==> src/homing_pkg.sv <==
// Constants, register map and carrier types for the homing sequencer.
// Assumes one 125 MHz clock and a 32-bit Avalon-MM slave port.
// Behaviour
// - Method digit 3 selects stopper-contact homing.
// - Stopper homing runs at homing speed until load meets the stopper.
// - After contact wait dwell time, then capture home and flag completion.
// - Stopper homing limits torque to the stopper torque limit.
// - Homing acceleration uses the first point-table acceleration constant.
// - On completion current position loads the home position data.
// - Torque-reached asserts at forward, reverse or internal torque limit.
// - Internal select 0 uses stopper limit; 1 uses the smaller of both.
// - Home-ignorance defines the servo-on position as home.
// - Method digit 4 selects home-ignorance without needing homing mode.
// - Dog homing slows at front end, passes rear, travels after-dog plus shift.
// - Dog rear-end homing never uses the encoder zero-phase marker.
// - Stopper homing moves in the direction set by the direction parameter.
// - Method digit 5 selects rear-end-referenced dog homing.
// - Dog homing switches to creep speed once the dog is detected.
package homing_pkg;
	localparam int CLOCK_PERIOD_NS = 8;
	localparam int MS_NS = 1000000;
	localparam int TICK_CYC = MS_NS / CLOCK_PERIOD_NS;
	localparam int TABLE_W = 8;
	localparam int IRQ_W = 2;

	////////////////////////////////////////////////////////////////////////////
	// Byte offsets of the registers.
	localparam logic [7:0] OFS_CTRL = 8'h00;
	localparam logic [7:0] OFS_METHOD = 8'h04;
	localparam logic [7:0] OFS_DIR = 8'h08;
	localparam logic [7:0] OFS_HSPEED = 8'h0C;
	localparam logic [7:0] OFS_CREEP = 8'h10;
	localparam logic [7:0] OFS_HOMEDATA = 8'h14;
	localparam logic [7:0] OFS_DWELL = 8'h18;
	localparam logic [7:0] OFS_STOPTQ = 8'h1C;
	localparam logic [7:0] OFS_INTTQ = 8'h20;
	localparam logic [7:0] OFS_FWDTQ = 8'h24;
	localparam logic [7:0] OFS_REVTQ = 8'h28;
	localparam logic [7:0] OFS_SHIFT = 8'h2C;
	localparam logic [7:0] OFS_AFTER = 8'h30;
	localparam logic [7:0] OFS_ACCEL = 8'h34;
	localparam logic [7:0] OFS_STATUS = 8'h38;
	localparam logic [7:0] OFS_CURPOS = 8'h3C;
	localparam logic [7:0] OFS_IRQ_ST = 8'h40;
	localparam logic [7:0] OFS_IRQ_CLR = 8'h44;
	localparam logic [7:0] OFS_IRQ_EN = 8'h48;

	////////////////////////////////////////////////////////////////////////////
	// Field positions and encodings.
	localparam int CTRL_AUTO_BIT = 0;
	localparam int CTRL_TABLE_LSB = 1;
	localparam int CTRL_REMOTE_BIT = 9;
	localparam int CTRL_INTLIM_BIT = 10;
	localparam int CTRL_FWD_BIT = 11;
	localparam int CTRL_REV_BIT = 12;
	localparam int CTRL_W = 11;
	localparam int ST_COMPLETE_BIT = 0;
	localparam int ST_TORQ_BIT = 1;
	localparam int ST_BUSY_BIT = 2;
	localparam int ST_REMOTE_BIT = 3;
	localparam int IRQ_DONE_BIT = 0;
	localparam int IRQ_TORQ_BIT = 1;
	localparam logic [3:0] METHOD_STOPPER = 4'h3;
	localparam logic [3:0] METHOD_IGNORE = 4'h4;
	localparam logic [3:0] METHOD_DOG_REAR = 4'h5;
	localparam logic [31:0] RST_WORD = 32'h0;
	localparam logic [15:0] RST_HALF = 16'h0;

	// Command handed to the motion loop.
	typedef struct packed {
		logic dir;
		logic [15:0] speed;
		logic [15:0] torque_limit;
		logic [15:0] accel;
	} motion_cmd_t;
endpackage

==> src/stopper_dwell_timer.sv <==
// Millisecond dwell timer started at stopper contact.
// Assumes start is a one-cycle pulse and ce gates every edge.
`timescale 1ns/10ps
module stopper_dwell_timer #(
	parameter int TICK = homing_pkg::TICK_CYC
) (
	input wire logic clk,
	input wire logic rst_n,
	input wire logic ce,
	input wire logic start,
	input wire logic [15:0] ms,
	output logic done_q
);
	import homing_pkg::*;
	logic [$clog2(TICK)-1:0] tick_q;
	logic [15:0] left_q;
	logic run_q;

	// A dwell of zero still costs one cycle so that done never meets start.
	always_ff @(posedge clk or negedge rst_n) begin
		if (!rst_n) begin
			tick_q <= '0;
			left_q <= RST_HALF;
			run_q <= 1'b0;
			done_q <= 1'b0;
		end else if (ce) begin
			done_q <= 1'b0;
			if (start) begin
				tick_q <= '0;
				left_q <= ms;
				run_q <= 1'b1;
			end else if (run_q) begin
				if (left_q == RST_HALF) begin
					run_q <= 1'b0;
					done_q <= 1'b1;
				end else if (tick_q == ($clog2(TICK))'(TICK - 1)) begin
					tick_q <= '0;
					left_q <= left_q - 16'h1;
				end else begin
					tick_q <= tick_q + 1'b1;
				end
			end
		end
	end
endmodule

==> src/torque_limit_unit.sv <==
// Selects the active torque limit and flags when torque reaches a limit.
// Assumes torque feedback is signed and limits are magnitudes.
`timescale 1ns/10ps
module torque_limit_unit (
	input wire logic clk,
	input wire logic rst_n,
	input wire logic ce,
	input wire logic stopper_active,
	input wire logic int_sel,
	input wire logic dir,
	input wire logic [15:0] stop_tq,
	input wire logic [15:0] int_tq,
	input wire logic [15:0] fwd_tq,
	input wire logic [15:0] rev_tq,
	input wire logic signed [15:0] torque_fb,
	output logic [15:0] limit_q,
	output logic reached_q
);
	import homing_pkg::*;
	logic [15:0] base;
	logic [15:0] mag;

	// Outside stopper homing the limit of the running direction applies.
	always_comb begin
		base = stopper_active ? stop_tq : (dir ? rev_tq : fwd_tq);
		mag = torque_fb[15] ? 16'(-torque_fb) : 16'(torque_fb);
	end

	// Registered limit and reached flag.
	always_ff @(posedge clk or negedge rst_n) begin
		if (!rst_n) begin
			limit_q <= RST_HALF;
			reached_q <= 1'b0;
		end else if (ce) begin
			limit_q <= (int_sel && int_tq < base) ? int_tq : base;
			reached_q <= (!torque_fb[15] && mag >= fwd_tq) ||
				(torque_fb[15] && mag >= rev_tq) ||
				(int_sel && mag >= int_tq);
		end
	end
endmodule

==> src/homing_sequencer.sv <==
// Homing sequencer: stopper, home-ignorance and dog rear-end methods.
// Assumes a 125 MHz clock, Avalon-MM host access and encoder step pulses.
`timescale 1ns/10ps
module homing_sequencer #(
	parameter int TICK_CYCLES = homing_pkg::TICK_CYC
) (
	input wire logic CLOCK,
	input wire logic RESETN,
	input wire logic CE,
	input wire logic [7:0] AVS_ADDRESS,
	input wire logic AVS_READ,
	input wire logic AVS_WRITE,
	input wire logic [31:0] AVS_WRITEDATA,
	output logic [31:0] AVS_READDATA,
	output logic AVS_WAITREQUEST,
	output logic IRQ,
	input wire logic SERVO_ON,
	input wire logic STOPPER_CONTACT,
	input wire logic DOG,
	input wire logic ENC_STEP,
	input wire logic ENC_DIR,
	input wire logic signed [15:0] TORQUE_FB,
	output homing_pkg::motion_cmd_t MOTION,
	output logic HOMING_COMPLETE,
	output logic TORQUE_REACHED
);
	import homing_pkg::*;

	typedef enum logic [2:0] {ST_IDLE, ST_RUN, ST_DWELL, ST_FAST, ST_CREEP, ST_AFTER} state_t;

	state_t state_q;
	logic [CTRL_W-1:0] ctrl_q;
	logic [3:0] method_q;
	logic dir_q;
	logic [15:0] hspeed_q, creep_q, dwell_q, stoptq_q, inttq_q, fwdtq_q, revtq_q, accel_q;
	logic [31:0] homedata_q, shift_q, after_q, curpos_q, dist_q;
	logic [IRQ_W-1:0] irq_st_q, irq_en_q;
	logic wait_q, start_q, servo_q, dog_q, complete_q, done_evt;
	logic [31:0] rdata_d;
	logic wr_en, rd_en, manual_mode, dwell_done, tq_reached, tq_prev_q;
	logic [15:0] tq_limit;
	logic [IRQ_W-1:0] irq_set;

	////////////////////////////////////////////////////////////////////////////
	// Bus handshake: waitrequest drops for exactly one cycle per request.
	assign wr_en = AVS_WRITE && !wait_q;
	assign rd_en = AVS_READ && wait_q;

	// Waitrequest starts high so that every access costs one wait state.
	always_ff @(posedge CLOCK or negedge RESETN) begin
		if (!RESETN) begin
			wait_q <= 1'b1;
		end else if (CE) begin
			if (!wait_q) begin
				wait_q <= 1'b1;
			end else if (AVS_READ || AVS_WRITE) begin
				wait_q <= 1'b0;
			end
		end
	end

	// Read mux; unmapped offsets answer zero.
	always_comb begin
		rdata_d = RST_WORD;
		case (AVS_ADDRESS)
			OFS_CTRL: rdata_d[CTRL_W-1:0] = ctrl_q;
			OFS_METHOD: rdata_d[3:0] = method_q;
			OFS_DIR: rdata_d[0] = dir_q;
			OFS_HSPEED: rdata_d[15:0] = hspeed_q;
			OFS_CREEP: rdata_d[15:0] = creep_q;
			OFS_HOMEDATA: rdata_d = homedata_q;
			OFS_DWELL: rdata_d[15:0] = dwell_q;
			OFS_STOPTQ: rdata_d[15:0] = stoptq_q;
			OFS_INTTQ: rdata_d[15:0] = inttq_q;
			OFS_FWDTQ: rdata_d[15:0] = fwdtq_q;
			OFS_REVTQ: rdata_d[15:0] = revtq_q;
			OFS_SHIFT: rdata_d = shift_q;
			OFS_AFTER: rdata_d = after_q;
			OFS_ACCEL: rdata_d[15:0] = accel_q;
			OFS_STATUS: begin
				rdata_d[ST_COMPLETE_BIT] = complete_q;
				rdata_d[ST_TORQ_BIT] = tq_reached;
				rdata_d[ST_BUSY_BIT] = (state_q != ST_IDLE);
				rdata_d[ST_REMOTE_BIT] = ctrl_q[CTRL_REMOTE_BIT];
			end
			OFS_CURPOS: rdata_d = curpos_q;
			OFS_IRQ_ST: rdata_d[IRQ_W-1:0] = irq_st_q;
			OFS_IRQ_EN: rdata_d[IRQ_W-1:0] = irq_en_q;
			default: rdata_d = RST_WORD;
		endcase
	end

	// Read data is latched while waitrequest is still high.
	always_ff @(posedge CLOCK or negedge RESETN) begin
		if (!RESETN) begin
			AVS_READDATA <= RST_WORD;
		end else if (CE && rd_en) begin
			AVS_READDATA <= rdata_d;
		end
	end

	// Writable parameter registers.
	always_ff @(posedge CLOCK or negedge RESETN) begin
		if (!RESETN) begin
			ctrl_q <= '0;
			method_q <= 4'h0;
			dir_q <= 1'b0;
			{hspeed_q, creep_q, dwell_q, stoptq_q} <= {4{RST_HALF}};
			{inttq_q, fwdtq_q, revtq_q, accel_q} <= {4{RST_HALF}};
			{homedata_q, shift_q, after_q} <= {3{RST_WORD}};
			irq_en_q <= '0;
		end else if (CE && wr_en) begin
			case (AVS_ADDRESS)
				OFS_CTRL: ctrl_q <= AVS_WRITEDATA[CTRL_W-1:0];
				OFS_METHOD: method_q <= AVS_WRITEDATA[3:0];
				OFS_DIR: dir_q <= AVS_WRITEDATA[0];
				OFS_HSPEED: hspeed_q <= AVS_WRITEDATA[15:0];
				OFS_CREEP: creep_q <= AVS_WRITEDATA[15:0];
				OFS_HOMEDATA: homedata_q <= AVS_WRITEDATA;
				OFS_DWELL: dwell_q <= AVS_WRITEDATA[15:0];
				OFS_STOPTQ: stoptq_q <= AVS_WRITEDATA[15:0];
				OFS_INTTQ: inttq_q <= AVS_WRITEDATA[15:0];
				OFS_FWDTQ: fwdtq_q <= AVS_WRITEDATA[15:0];
				OFS_REVTQ: revtq_q <= AVS_WRITEDATA[15:0];
				OFS_SHIFT: shift_q <= AVS_WRITEDATA;
				OFS_AFTER: after_q <= AVS_WRITEDATA;
				OFS_ACCEL: accel_q <= AVS_WRITEDATA[15:0];
				OFS_IRQ_EN: irq_en_q <= AVS_WRITEDATA[IRQ_W-1:0];
				default: ;
			endcase
		end
	end

	////////////////////////////////////////////////////////////////////////////
	// Start pulse from a control write carrying a forward or reverse start bit.
	always_ff @(posedge CLOCK or negedge RESETN) begin
		if (!RESETN) begin
			start_q <= 1'b0;
		end else if (CE) begin
			start_q <= wr_en && AVS_ADDRESS == OFS_CTRL &&
				(AVS_WRITEDATA[CTRL_FWD_BIT] || AVS_WRITEDATA[CTRL_REV_BIT]);
		end
	end

	// Homing mode needs the auto/manual bit with every table select bit clear.
	assign manual_mode = ctrl_q[CTRL_AUTO_BIT] &&
		ctrl_q[CTRL_TABLE_LSB +: TABLE_W] == '0;

	// Delayed copies of servo-on and dog for edge detection.
	always_ff @(posedge CLOCK or negedge RESETN) begin
		if (!RESETN) begin
			servo_q <= 1'b0;
			dog_q <= 1'b0;
		end else if (CE) begin
			servo_q <= SERVO_ON;
			dog_q <= DOG;
		end
	end

	////////////////////////////////////////////////////////////////////////////
	// Sequencer. The dog path counts steps only, never a zero-phase marker.
	always_ff @(posedge CLOCK or negedge RESETN) begin
		if (!RESETN) begin
			state_q <= ST_IDLE;
		end else if (CE) begin
			case (state_q)
				ST_IDLE: begin
					if (start_q && manual_mode) begin
						if (method_q == METHOD_STOPPER) begin
							state_q <= ST_RUN;
						end else if (method_q == METHOD_DOG_REAR) begin
							state_q <= ST_FAST;
						end
					end
				end
				ST_RUN: if (STOPPER_CONTACT) state_q <= ST_DWELL;
				ST_DWELL: if (dwell_done) state_q <= ST_IDLE;
				ST_FAST: if (DOG) state_q <= ST_CREEP;
				ST_CREEP: if (dog_q && !DOG) state_q <= ST_AFTER;
				ST_AFTER: if (dist_q >= after_q + shift_q) state_q <= ST_IDLE;
				default: state_q <= ST_IDLE;
			endcase
		end
	end

	// Completion event from any of the three methods.
	assign done_evt = (state_q == ST_DWELL && dwell_done) ||
		(state_q == ST_AFTER && dist_q >= after_q + shift_q) ||
		(method_q == METHOD_IGNORE && SERVO_ON && !servo_q);

	// Distance walked past the dog rear end.
	always_ff @(posedge CLOCK or negedge RESETN) begin
		if (!RESETN) begin
			dist_q <= RST_WORD;
		end else if (CE) begin
			if (state_q != ST_AFTER) begin
				dist_q <= RST_WORD;
			end else if (ENC_STEP) begin
				dist_q <= dist_q + 32'h1;
			end
		end
	end

	// Current position; a completion load wins over a step in the same cycle.
	always_ff @(posedge CLOCK or negedge RESETN) begin
		if (!RESETN) begin
			curpos_q <= RST_WORD;
		end else if (CE) begin
			if (done_evt) begin
				curpos_q <= homedata_q;
			end else if (ENC_STEP) begin
				curpos_q <= ENC_DIR ? curpos_q - 32'h1 : curpos_q + 32'h1;
			end
		end
	end

	// Completion flag drops when a new homing run starts.
	always_ff @(posedge CLOCK or negedge RESETN) begin
		if (!RESETN) begin
			complete_q <= 1'b0;
		end else if (CE) begin
			if (done_evt) begin
				complete_q <= 1'b1;
			end else if (start_q && manual_mode && state_q == ST_IDLE) begin
				complete_q <= 1'b0;
			end
		end
	end

	// Command to the motion loop: speed one cycle behind the state, torque limit two cycles behind.
	always_ff @(posedge CLOCK or negedge RESETN) begin
		if (!RESETN) begin
			MOTION <= '0;
		end else if (CE) begin
			MOTION.dir <= dir_q;
			MOTION.accel <= accel_q;
			MOTION.torque_limit <= tq_limit;
			case (state_q)
				ST_RUN, ST_FAST: MOTION.speed <= hspeed_q;
				ST_CREEP, ST_AFTER: MOTION.speed <= creep_q;
				default: MOTION.speed <= RST_HALF;
			endcase
		end
	end

	assign HOMING_COMPLETE = complete_q;
	assign TORQUE_REACHED = tq_reached;

	////////////////////////////////////////////////////////////////////////////
	// Interrupts: a set in the same cycle as a clear wins.
	assign irq_set[IRQ_DONE_BIT] = done_evt;
	assign irq_set[IRQ_TORQ_BIT] = tq_reached && !tq_prev_q;

	always_ff @(posedge CLOCK or negedge RESETN) begin
		if (!RESETN) begin
			irq_st_q <= '0;
			tq_prev_q <= 1'b0;
			IRQ <= 1'b0;
		end else if (CE) begin
			tq_prev_q <= tq_reached;
			if (wr_en && AVS_ADDRESS == OFS_IRQ_CLR) begin
				irq_st_q <= (irq_st_q & ~AVS_WRITEDATA[IRQ_W-1:0]) | irq_set;
			end else begin
				irq_st_q <= irq_st_q | irq_set;
			end
			IRQ <= |(irq_st_q & irq_en_q);
		end
	end

	assign AVS_WAITREQUEST = wait_q;

	////////////////////////////////////////////////////////////////////////////
	// Leaf units.
	stopper_dwell_timer #(.TICK(TICK_CYCLES)) u_dwell (
		.clk(CLOCK),
		.rst_n(RESETN),
		.ce(CE),
		.start(state_q == ST_RUN && STOPPER_CONTACT),
		.ms(dwell_q),
		.done_q(dwell_done)
	);

	torque_limit_unit u_torque (
		.clk(CLOCK),
		.rst_n(RESETN),
		.ce(CE),
		.stopper_active(state_q == ST_RUN || state_q == ST_DWELL),
		.int_sel(ctrl_q[CTRL_INTLIM_BIT]),
		.dir(dir_q),
		.stop_tq(stoptq_q),
		.int_tq(inttq_q),
		.fwd_tq(fwdtq_q),
		.rev_tq(revtq_q),
		.torque_fb(TORQUE_FB),
		.limit_q(tq_limit),
		.reached_q(tq_reached)
	);
endmodule

==> config.mk <==
export PLATFORM = sky130hd
export DESIGN_NAME = homing_sequencer
export DESIGN_NICKNAME = d
export VERILOG_FILES = /design/src/homing_pkg.sv /design/src/stopper_dwell_timer.sv /design/src/torque_limit_unit.sv /design/src/homing_sequencer.sv
export SDC_FILE = /design/constraint.sdc
export NUM_CORES = 1
export LEC_CHECK = 0
export BUFFER_PORTS_ARGS = -buffer_cell sky130_fd_sc_hd__buf_4
export CAP_MARGIN = 20
export CELL_PAD_IN_SITES_DETAIL_PLACEMENT = 1
export CELL_PAD_IN_SITES_GLOBAL_PLACEMENT = 2
export CORE_ASPECT_RATIO = 1.1
export CORE_UTILIZATION = 40
export CTS_CLUSTER_SIZE = 24
export DETAILED_ROUTE_END_ITERATION = 7
export GPL_ROUTABILITY_DRIVEN = 0
export PLACE_DENSITY = 0.87
export SLEW_MARGIN = 15
export SYNTH_ARGS = -nofsm -noshare
export SYNTH_HDL_FRONTEND = slang
export SYNTH_SLANG_ARGS = --single-unit
==> constraint.sdc <==
create_clock -name CLOCK -period 6.1 [get_ports CLOCK]
set_clock_uncertainty 0.05 [all_clocks]
set_input_delay 0.61 -clock CLOCK [delete_from_list [all_inputs] [get_ports CLOCK]]
set_output_delay 0.61 -clock CLOCK [all_outputs]
set_load 0.02 [all_outputs]
Word-level counts from Yosys, hierarchy flattened
Cells that the tools add are included.
{"block": "word_totals", "mem_bits_rw": 0, "inputBits": 66, "out_inout_bits": 85, "latch_bits": 0, "wordCells": 201, "n_memories": 0, "romBits": 0, "regBits": 451}
{"block": "classes", "magnitude_cmp": 5, "multipliers": 0, "shift": 0, "n_eq_ne": 36, "add_sub_neg": 7, "bitwise": 5, "n_reduce_logical": 67, "div": 0, "n_mux": 44}
{"op": "32-bit two-way mux", "n": 5}
{"op": "16-bit two-way mux", "n": 8}
{"op": "7-bit one-hot mux with 13 select lines", "n": 1}
{"op": "17-bit two-way mux", "n": 4}
{"op": "32-bit by 1-bit adder with 32-bit output (second input constant)", "n": 2}
{"op": "8-bit by 6-bit == test with 1-bit output (second input constant)", "n": 8}
{"op": "16-bit one-hot mux with 4 select lines", "n": 1}
{"op": "5-bit one-hot mux with 12 select lines", "n": 1}
{"op": "16-bit >= comparator", "n": 3}
{"op": "2-bit AND reduction", "n": 18}
{"op": "32-bit adder", "n": 1}
{"op": "8-bit by 5-bit == test with 1-bit output (second input constant)", "n": 4}
{"op": "32-bit >= comparator", "n": 1}
{"op": "16-bit one-hot mux with 2 select lines", "n": 1}
{"op": "32-bit by 1-bit subtractor with 32-bit output (second input constant)", "n": 1}
{"op": "2-bit one-hot mux with 15 select lines", "n": 1}
{"op": "8-bit by 7-bit == test with 1-bit output (second input constant)", "n": 3}
{"op": "3-bit two-way mux", "n": 8}
{"op": "1-bit logical AND", "n": 21}
{"op": "1-bit one-hot mux with 18 select lines", "n": 1}
{"op": "3-bit one-hot mux with 6 select lines", "n": 1}
{"op": "17-bit by 1-bit adder with 17-bit output (second input constant)", "n": 1}
{"op": "17-bit == test (second input constant)", "n": 1}
{"op": "1-bit one-hot mux with 17 select lines", "n": 1}
{"op": "29 further kinds", "n": 67}

Depth between registers and ports, before layout
Gate-level depths: netlist (run 1).
{"block": "depth", "word_depth": 7, "mapped_depth": 24, "depth_no_buf": 22}

By module
From an unflattened synthesis (run 1), not the netlist that was laid out.
{"block": "unflattened", "cells_unflattened": 2489, "hier_area_um2": 26103.8}
{"module": "homing_sequencer", "area_each_um2": 20986.4, "instances": 1, "cells_per_inst": 1892, "seq_area_each_um2": 9985.8}
{"module": "torque_limit_unit", "area_each_um2": 2956.6, "instances": 1, "cells_per_inst": 364, "seq_area_each_um2": 425.4}
{"module": "stopper_dwell_timer", "area_each_um2": 2160.8, "instances": 1, "cells_per_inst": 233, "seq_area_each_um2": 875.8}

Worst setup path before layout (run 1)
No wires, ideal clock.
{"block": "synth_path", "kind": "flip-flop to flip-flop", "startpoint": "register shift_q[0]", "endpoint": "register curpos_q[26]", "path_stages_with_launch": 25, "t_arrival_ps": 4648, "required_time_ps": 5929, "path_slack_ps": 1281, "synth_period_minus_slack_ps": 4819, "setup_time_ps": 121, "n_path_buf": 2, "cell_sequence": "dfrtp_1 -> ha_1 -> inv_1 -> fa_1 -> nand2b_1 -> a21boi_0 -> a311oi_1 -> nor3_1 -> o211ai_1 -> a31oi_1 -> a31oi_1 -> o2111ai_1 -> a21oi_1 -> xor2_1 -> ha_1 -> nand4_1 -> nor2_1 -> nand2_1 -> o311a_1 -> o21ai_0 -> clkbuf_1 -> o21a_1 -> clkbuf_1 -> nand2_1 -> o22a_1"}
{"block": "synth_via", "elab_chain_len": 7, "word_cells_on_any_way": 8, "classes_between": "add/sub (1); order compare (1); mux (1); reduce/logical (5)"}
{"element": "start, declared", "line_no": "homing_sequencer.sv:36", "rtl": "logic [31:0] homedata_q, shift_q, after_q, curpos_q, dist_q;"}
{"element": "start signal, assigned", "line_no": "homing_sequencer.sv:110", "rtl": "{homedata_q, shift_q, after_q} <= {3{RST_WORD}};"}
{"element": "32-bit adder *", "line_no": "homing_sequencer.sv:188", "rtl": "(state_q == ST_AFTER && dist_q >= after_q + shift_q) ||"}
{"element": "32-bit >= comparator *", "line_no": "homing_sequencer.sv:188"}
{"element": "1-bit logical AND *", "line_no": "homing_sequencer.sv:188"}
{"element": "1-bit logical OR *", "line_no": "homing_sequencer.sv:187", "rtl": "assign done_evt = (state_q == ST_DWELL && dwell_done) ||"}
{"element": "1-bit logical OR *", "line_no": "homing_sequencer.sv:188"}
{"element": "2-bit nonzero test (no line)"}
{"element": "2-bit AND reduction (no line)"}
{"element": "end signal, assigned", "line_no": "homing_sequencer.sv:210", "rtl": "curpos_q <= homedata_q;"}
{"element": "end signal, assigned", "line_no": "homing_sequencer.sv:212", "rtl": "curpos_q <= ENC_DIR ? curpos_q - 32'h1 : curpos_q + 32'h1;"}
{"element": "end, declared", "line_no": "homing_sequencer.sv:36"}
Every way passes the cells marked *; elsewhere a longest branch is shown, timed or not.
A chain may end at the register's enable or synchronous reset.

Final worst setup path (run 1)
{"block": "layout_path", "startpoint": "register shift_q[0]", "endpoint": "register curpos_q[28]"}
Same word-level chain as after synthesis.

==> impl_metrics.env, run 1 <==
export IMPL_setup_slack_ps=393
export IMPL_ys_warn_count=0
export IMPL_yosys_area_top_type_share=0.443
export IMPL_worst_hold_path_type="in2reg"
export IMPL_syn_nets=2694
export IMPL_core_area_um2=62600
export IMPL_ys_seq_area_frac=0.444
export IMPL_layout_min_cycle_time_ps=5710
export IMPL_p_sw_mw=2.56
export IMPL_initial_utilization=0.407
export IMPL_p_leak_nw=13.7
export IMPL_reg2reg_slack_ps=390
export IMPL_grt_overflow=0
export IMPL_antenna_found_initial=8
export IMPL_synth_edf_count=0
export IMPL_drc_errors=0
export IMPL_min_period_over_period=0.936
export IMPL_synth_avg_cell_area_um2=10.3
export IMPL_nNetsFinal=2810
export IMPL_met1_length_mm=38.9
export IMPL_highest_layer="met5"
export IMPL_dp_cells=3355
export IMPL_path_clk_slew_ps=70
export IMPL_combPwrFrac=0.195
export IMPL_crit_fanout=28
export IMPL_yosys_cell_types_count=72
export IMPL_slew_viol_final=0
export IMPL_ant_nets=0
export IMPL_arrival_ps=6210
export IMPL_cap_viol_max_count=0
export IMPL_internal_power_mw=5.91
export IMPL_crit_start="shift_q[0]"
export IMPL_grt_start_max_net_pins=153
export IMPL_maxSlewHeadroom=0.306
export IMPL_setup_violations=0
export IMPL_async_flop_share=1.00
export IMPL_status="complete, no violations"
export IMPL_hold_path_end="dog_q"
export IMPL_die_x_um=242
export IMPL_fin_setup_tns_ps=0
export IMPL_die_y_um=267
export IMPL_root_buffer="clkbuf_16"
export IMPL_switching_share=0.302
export IMPL_synthTopCellsByArea="dfrtp_1, mux2_2, ha_1"
export IMPL_synthTopCellsByCount="dfrtp_1, mux2_2, nor2_1"
export IMPL_final_layout_size_suffix_gt1_frac=0.228
export IMPL_worst_pin_slew_ps=1040
export IMPL_cts_tree="done"
export IMPL_clkPwrFrac=0.405
export IMPL_dpl_worst_slack_ps=269
export IMPL_synthFlopType="dfrtp_1"
export IMPL_vias=21200
export IMPL_hold_start="DOG"
export IMPL_synth_seq_cells=451
export IMPL_netlist_area_um2=25400
export IMPL_stdcell_count=3458
export IMPL_syn_inst=2466
export IMPL_rows=96
export IMPL_viasPerCell=6.14
export IMPL_ir_worst_vdd_mv=0.206
export IMPL_numClockSinks=451
export IMPL_p_seq_frac=0.400
export IMPL_crit_required_ps=6600
export IMPL_insertion_delay_ps=640
export IMPL_regToRegEndpoint="curpos_q[28]"
export IMPL_cp_start_kind="flop"
export IMPL_cp_end_kind="flop"
export IMPL_grt_usage=0.280
export IMPL_rsz0062_at_grt="false"
export IMPL_reg2reg_depth=24
export IMPL_yosysTopAreaCell="dfrtp_1"
export IMPL_grt_pass1_vias=22400
export IMPL_cts_buffers=50
export IMPL_syn2layout_area_growth_pct=15.6
export IMPL_wl_mm=90.2
export IMPL_grt_pass1_wl_mm=139
export IMPL_htree_levels=2
export IMPL_hold_depth=2
export IMPL_power_mw=8.48
export IMPL_hold_ws_ps=191
export IMPL_wl_per_cell_um=26.1
export IMPL_fmax_mhz=175
export IMPL_wl_met3_mm=6.23
export IMPL_criticalPathCategory="reg2reg"
export IMPL_place_port_buffers=150
export IMPL_drtPass1Iterations=6
export IMPL_ioPinCount=151
export IMPL_dp_hpwl_mm=65.8
export IMPL_wl_met2_mm=41.2
export IMPL_dieArea_um2=64600
export IMPL_cts_buffer_depth=3
export IMPL_drtIter0Drc=1594
export IMPL_finalHoldViolCount=0
export IMPL_power_density_nw_per_um2=288
export IMPL_yosysMostFrequentCell="dfrtp_1"
export IMPL_r2r_start="shift_q[0]"
## per-stage QoR
step | utilization | area, um2
after floorplan | - | 25400
after CTS | 0.468 | 29300
final | 0.470 | 29400
after detailed placement | 0.439 | 27500
after global placement | 0.439 | 27400
after global routing | 0.470 | 29400
## layout by cell type (no fill, tap or decap), types with 21 or more instances in the layout
cell type | Yosys | layout
buf_4 | 0 | 182
and3_1 | 23 | 23
a22oi_1 | 30 | 30
inv_1 | 85 | 85
a21o_1 | 30 | 30
xor2_1 | 46 | 46
nor2_1 | 204 | 198
a221oi_1 | 64 | 64
nor2b_1 | 21 | 21
a31oi_1 | 36 | 35
nor3_1 | 24 | 24
nand2_1 | 160 | 160
clkbuf_16 | 0 | 50
a22o_1 | 53 | 53
a21oi_1 | 142 | 141
nand3_1 | 53 | 53
xnor2_1 | 51 | 51
ha_1 | 160 | 160
mux2_2 | 280 | 280
nand2b_1 | 21 | 21
o21ai_0 | 153 | 151
or2_2 | 21 | 21
mux2i_1 | 28 | 28
dfrtp_1 | 450 | 450
nand4_1 | 25 | 25
## final cells by class
type                    count  area, um2
diodes                      3       7.51
fillers                  6790      33200
well taps                 833       1040
clock buffers              67       1420
inverters                  86        323
repair buffers            190       1500
multi-input cells        1803      13400
flip-flops and latches    451      11300
clock inverters            25        429
## metal layers
layer	vias to the layer above	GRT usage
met5	-	0
met4	8	0.117
met3	221	0.0521
met2	798	0.444
met1	10900	0.375
li1	9292	-
## kinds of logic after synthesis
family,synth area share
xor gates and xnor gates,0.0334
DFF,0.444
and+or+nand+nor,0.112
AOI/OAI and AO/OA,0.164
muxes,0.135
adders and majority gates,0.0803
buffers and inverters,0.0317
## state kept, by name, summed over array words and instances, names as in the netlist, 17 cells and up
name,count
after_q,32
dist_q,32
MOTION,49
shift_q,32
u_dwell.tick_q,17
AVS_READDATA,32
homedata_q,32
curpos_q,32
## worst max path at each step
stage | endpoint | cells past startpoint
floorplan | curpos_q[26] | 24
global placement | curpos_q[28] | 22
detailed placement | curpos_q[30] | 22
CTS | curpos_q[18] | 23
global route | curpos_q[28] | 24
finish | curpos_q[28] | 24
## power by group through the flow
stage / Combinational, mW / Sequential [mW] / Clock [mW]
floorplan: 1.10 / 3.37 / 0
global placement: 1.55 / 3.44 / 0
detailed placement: 1.64 / 3.44 / 0
CTS: 1.65 / 3.39 / 3.48
global route: 1.83 / 3.41 / 3.59
finish: 1.65 / 3.39 / 3.43
## worst max-delay path, cell delays in order (launching register included)
cell	delay [ps]
dfrtp_1	380
ha_1	200
inv_1	60
fa_1	410
nand2b_1	170
a21boi_0	300
a311oi_2	190
nor3_1	270
o211ai_1	200
a31oi_2	270
a31oi_1	200
o2111ai_1	230
a21oi_1	110
xor2_1	150
ha_1	300
nand4_1	120
nor2_1	210
nand2_1	90
o311a_1	410
o21ai_4	160
buf_12	150
o21ai_4	170
buf_16	260
or4_1	470
nand3_1	80
## repair_timing
item,in CTS,in global routing
resized for setup,0,3
hold buffers,1,0
setup buffers,0,3
hold endpoints to repair,17,0
setup endpoints to repair,0,10
No activity file was read; power rests on OpenSTA's default activity.
==> run 2: changes to the inputs <==
- clock period: 6.1 -> 5.4 ns (I/O delays scaled with it)
==> run 2 against run 1 <==
Worst setup slack lost 130 ps; via count grew 0.19%; flip-flop and latch count unchanged; critical endpoint is now curpos_q[12]; highest routed layer unchanged.
==> impl_metrics.env, run 2 (same netlist as run 1, synthesis figures left out) <==
export IMPL_power_mw=9.45
export IMPL_setup_violations=0
export IMPL_cts_buffers=50
export IMPL_drtPass1Iterations=6
export IMPL_grt_pass1_wl_mm=140
export IMPL_wl_met2_mm=41.7
export IMPL_cp_end_kind="flop"
export IMPL_cap_viol_max_count=0
export IMPL_numClockSinks=451
export IMPL_p_seq_frac=0.407
export IMPL_p_leak_nw=13.8
export IMPL_hold_depth=2
export IMPL_hold_start="AVS_WRITEDATA[26]"
export IMPL_regToRegEndpoint="curpos_q[12]"
export IMPL_die_y_um=267
export IMPL_wl_per_cell_um=26.3
export IMPL_combPwrFrac=0.202
export IMPL_drtIter0Drc=1731
export IMPL_rows=96
export IMPL_slew_viol_final=0
export IMPL_crit_required_ps=5840
export IMPL_crit_family="compound AO/OA/AOI/OAI gates"
export IMPL_path_buf_inv=2
export IMPL_criticalPathCategory="reg2reg"
export IMPL_layout_common_cells="dfrtp_1, mux2_2, nor2_1, buf_4"
export IMPL_final_layout_size_suffix_gt1_frac=0.234
export IMPL_grt_start_max_net_pins=138
export IMPL_ir_worst_vdd_mv=0.265
export IMPL_viasPerCell=6.13
export IMPL_wl_mm=91.1
export IMPL_maxSlewHeadroom=0.335
export IMPL_core_area_um2=62600
export IMPL_grt_pass1_vias=22500
export IMPL_drc_errors=0
export IMPL_dp_hpwl_mm=66.6
export IMPL_dieArea_um2=64600
export IMPL_grt_usage=0.281
export IMPL_min_period_over_period=0.952
export IMPL_slowest_delay_ps=430
export IMPL_max_flop_register="MOTION"
export IMPL_arrival_ps=5580
export IMPL_met1_length_mm=39.3
export IMPL_crit_slowest_cell="ha_1"
export IMPL_nNetsFinal=2819
export IMPL_path_clk_slew_ps=60
export IMPL_final_common_cell="dfrtp_1"
export IMPL_p_sw_mw=2.96
export IMPL_ant_nets=0
export IMPL_clkPwrFrac=0.391
export IMPL_initial_utilization=0.407
export IMPL_reg2reg_depth=22
export IMPL_worst_pin_slew_ps=998
export IMPL_place_area_um2=27500
export IMPL_cts_buffer_depth=3
export IMPL_ioPinCount=151
export IMPL_htree_levels=2
export IMPL_status="complete, no violations"
export IMPL_finalHoldViolCount=0
export IMPL_root_buffer="clkbuf_16"
export IMPL_fmax_mhz=195
export IMPL_place_port_buffers=150
export IMPL_worst_hold_path_type="in2reg"
export IMPL_switching_share=0.313
export IMPL_power_density_nw_per_um2=321
export IMPL_largest_reg_flops=49
export IMPL_wl_met3_mm=5.77
export IMPL_internal_power_mw=6.50
export IMPL_fin_setup_tns_ps=0
export IMPL_grt_overflow=0
export IMPL_cts_tree="done"
export IMPL_die_x_um=242
export IMPL_hold_path_end="after_q[26]"
export IMPL_r2r_start="after_q[4]"
export IMPL_antenna_found_initial=7
export IMPL_vias=21300
export IMPL_crit_start="after_q[4]"
export IMPL_utilization=0.471
export IMPL_crit_fanout=18
export IMPL_syn2layout_area_growth_pct=15.9
export IMPL_cp_start_kind="flop"
export IMPL_final_cell_area_um2=29500
export IMPL_layout_min_cycle_time_ps=5140
export IMPL_reg2reg_slack_ps=260
export IMPL_worstPathCellList="ha_1, nand3_1, o211ai_1, a31o_2, o21ai_2, a311oi_2, o2111ai_2, a31oi_1, a21o_1, a21oi_1, xnor2_1, ha_1, nand4_1, nor2_2, nand2_1, o311a_4, o21ai_4, buf_12, o21ai_4, buf_12, a22oi_1, o21ai_0"
export IMPL_insertion_delay_ps=640
export IMPL_highest_layer="met5"
run 2: worst max-delay path by stage:
stage / slack (ps) / cells after the start / to
floorplan: 580 / 24 / curpos_q[26]
global route: -5 / 22 / curpos_q[28]
global placement: 220 / 23 / curpos_q[28]
detailed placement: -20 / 23 / curpos_q[29]
finish: 260 / 22 / curpos_q[12]
CTS: 20 / 23 / curpos_q[12]
run 2: cell type report:
| cell class | instances | area, um2 |
|---|---|---|
| clock inverter | 27 | 367 |
| multi-input combinational | 1803 | 13500 |
| tap | 833 | 1040 |
| sequential | 451 | 11300 |
| antenna | 2 | 5.00 |
| inverter | 86 | 323 |
| fill | 6796 | 33100 |
| clock buffer | 66 | 1400 |
| timing repair buffer | 199 | 1580 |
run 2: timing repair:
| item | in CTS | in global routing |
|---|---|---|
| hold buffers | 1 | 0 |
| setup buffers | 0 | 5 |
| gates cloned | 0 | 1 |
| setup endpoints to repair | 7 | 34 |
| resized for setup | 2 | 19 |
| hold endpoints to repair | 79 | 0 |
| pin swaps | 2 | 10 |
run 2: per-stage QoR:
stage          cells  worst slack (ps)  hold WS, ps
2_1_floorplan   2466               581          194
3_3_place_gp    3362               223          401
3_5_place_dp    3363             -21.6          416
4_1_cts         3457              15.2         91.4
5_1_grt         3467             -4.98          109
6_report        3467               259          117
run 2: worst register-to-register path, cell delays in order (launching register included):
cell,delay (ps)
dfrtp_1,410
ha_1,430
nand3_1,120
o211ai_1,360
a31o_2,250
o21ai_2,70
a311oi_2,320
o2111ai_2,180
a31oi_1,270
a21o_1,170
a21oi_1,80
xnor2_1,150
ha_1,340
nand4_1,170
nor2_2,180
nand2_1,80
o311a_4,400
o21ai_4,180
buf_12,150
o21ai_4,110
buf_12,220
a22oi_1,200
o21ai_0,120
run 2: routing by layer:
| layer | GRT usage | vias up |
|---|---|---|
| met4 | 0.134 | 6 |
| met2 | 0.443 | 779 |
| li1 | - | 9314 |
| met1 | 0.377 | 10900 |
| met5 | 0 | - |
| met3 | 0.0459 | 229 |
run 2: power by group through the flow:
stage | sequential, mW | combinational [mW] | clock [mW]
3_3_place_gp | 3.89 | 1.78 | 0
3_5_place_dp | 3.90 | 1.88 | 0
5_1_grt | 3.87 | 2.12 | 3.88
4_1_cts | 3.84 | 1.90 | 3.75
2_1_floorplan | 3.80 | 1.24 | 0
6_report | 3.85 | 1.91 | 3.70
==> run 3: changes to the inputs <==
- CORE_UTILIZATION: 40 -> 41
- PLACE_DENSITY: 0.87 -> 0.89
==> run 3 against run 2 <==
Design area is essentially flat; sequential power about the same; final cell count decreased by 0.29%; clock power rose by 5%; die area shrank 2.4%; core utilization is 1.1 points higher; register-to-register slack lost 20 ps; wire length shrank 0.46%; non-clock buffer count is 2 lower; combinational power about the same; critical path depth is 3 higher; via count is 0.12% higher; critical path type unchanged; largest power group is now clock.
==> impl_metrics.env, run 3 (same netlist as run 1, synthesis figures left out) <==
export IMPL_utilization=0.482
export IMPL_drtPass1Iterations=5
export IMPL_p_leak_nw=13.8
export IMPL_status="complete, no violations"
export IMPL_grt_overflow=0
export IMPL_rows=95
export IMPL_layout_common_cells="dfrtp_1, mux2_2, nor2_1, buf_4, nand2_1"
export IMPL_finalHoldViolCount=0
export IMPL_numClockSinks=451
export IMPL_wl_per_cell_um=26.2
export IMPL_crit_slowest_cell="a311oi_2"
export IMPL_grt_usage=0.289
export IMPL_path_clk_slew_ps=60
export IMPL_ant_nets=0
export IMPL_insertion_delay_ps=620
export IMPL_drc_errors=0
export IMPL_wl_met2_mm=41.3
export IMPL_die_x_um=240
export IMPL_cp_end_kind="flop"
export IMPL_cp_start_kind="flop"
export IMPL_largest_reg_flops=49
export IMPL_path_buf_inv=5
export IMPL_layout_min_cycle_time_ps=5160
export IMPL_slowest_delay_ps=430
export IMPL_path_common_cell="buf_4"
export IMPL_place_port_buffers=150
export IMPL_cap_viol_max_count=0
export IMPL_worst_hold_path_type="in2reg"
export IMPL_grt_pass1_vias=22500
export IMPL_wl_mm=90.7
export IMPL_ir_worst_vdd_mv=0.227
export IMPL_hold_ws_ps=120
export IMPL_met1_length_mm=38.5
export IMPL_reg2reg_depth=25
export IMPL_die_y_um=263
export IMPL_antenna_found_initial=9
export IMPL_setup_violations=0
export IMPL_cts_tree="done"
export IMPL_fmax_mhz=194
export IMPL_ioPinCount=151
export IMPL_max_flop_register="MOTION"
export IMPL_criticalPathCategory="reg2reg"
export IMPL_viasPerCell=6.16
export IMPL_crit_required_ps=5820
export IMPL_grt_start_max_net_pins=121
export IMPL_hold_depth=2
export IMPL_cts_buffers=50
export IMPL_min_period_over_period=0.955
export IMPL_nNetsFinal=2817
export IMPL_slew_viol_final=0
export IMPL_power_density_nw_per_um2=326
export IMPL_maxSlewHeadroom=0.280
export IMPL_crit_fanout=24
export IMPL_syn2layout_area_growth_pct=15.9
export IMPL_fillCellCount=6702
export IMPL_wl_met3_mm=6.41
export IMPL_arrival_ps=5570
export IMPL_core_area_um2=61200
export IMPL_cts_buffer_depth=3
export IMPL_rsz0062_at_grt="false"
export IMPL_initial_utilization=0.416
export IMPL_final_layout_size_suffix_gt1_frac=0.232
export IMPL_crit_family="compound AO/OA/AOI/OAI gates"
export IMPL_worst_pin_slew_ps=1080
export IMPL_root_buffer="clkbuf_16"
export IMPL_htree_levels=2
export IMPL_cp_depth=25
export IMPL_vias=21300
export IMPL_drtIter0Drc=1683
export IMPL_grt_pass1_wl_mm=139
export IMPL_dp_hpwl_mm=65.3
export IMPL_highest_layer="met5"
export IMPL_dieArea_um2=63100
export IMPL_final_common_cell="dfrtp_1"
-- run 3: changes by cell type in the layout (fill, tap and decap cells not counted), sizes merged --
cell / change
bufinv: +4
inv: -2
clkinv: -8
clkbuf: +4
clkinvlp: -1
diode: +2
-- run 3: area by class of cell --
cell class                      count  area [um2]  share of cell area
Tap cell                          824        1030              0.0350
Sequential cell                   451       11300               0.383
Antenna cell                        4        10.0            0.000339
Clock buffer                       72        1470              0.0497
Clock inverter                     20         399              0.0135
Timing Repair Buffer              197        1530              0.0517
Inverter                           86         323              0.0109
Multi-Input combinational cell   1803       13500               0.456
-- run 3: metal layers --
metal,up-vias,global-route usage
met1,10900,0.386
met3,254,0.0630
met2,799,0.445
met4,8,0.137
met5,-,0
li1,9287,-
-- run 3: timing repair --
item / in CTS / in global routing
endpoints found under the setup margin: 20 / 35
pin swaps: 3 / 2
setup buffers: 2 / 0
hold buffers: 1 / 0
endpoints found under the hold margin: 88 / 0
resized for setup: 2 / 17
-- run 3: final timing paths --
check                                start              end  slack (ps)
hold reg to reg            AVS_READDATA[3]  AVS_READDATA[3]         420
setup reg to reg                shift_q[0]      curpos_q[1]         240
max in group asynchronous           RESETN       accel_q[7]        3340
hold / removal                    SERVO_ON          servo_q         120
setup / recovery                shift_q[0]      curpos_q[1]         240
min in group asynchronous           RESETN   homedata_q[21]         520
-- run 3: power by group --
group | switching, mW | internal [mW] | total (mW)
combinational | 1.12 | 0.773 | 1.89
clock | 1.51 | 2.37 | 3.89
sequential | 0.264 | 3.58 | 3.84
-- run 3: per-stage QoR --
| step | TNS (ps) | instances | area (um2) | power [mW] | setup slack (ps) |
|---|---|---|---|---|---|
| 2_1_floorplan | 0 | 2466 | 25400 | 5.04 | 581 |
| 3_3_place_gp | 0 | 3358 | 27500 | 5.64 | 271 |
| 3_5_place_dp | -104 | 3358 | 27500 | 5.76 | -66.2 |
| 4_1_cts | 0 | 3453 | 29400 | 9.66 | 31.4 |
| 5_1_grt | 0 | 3456 | 29500 | 10.0 | 18.5 |
| 6_report | 0 | 3457 | 29500 | 9.62 | 244 |
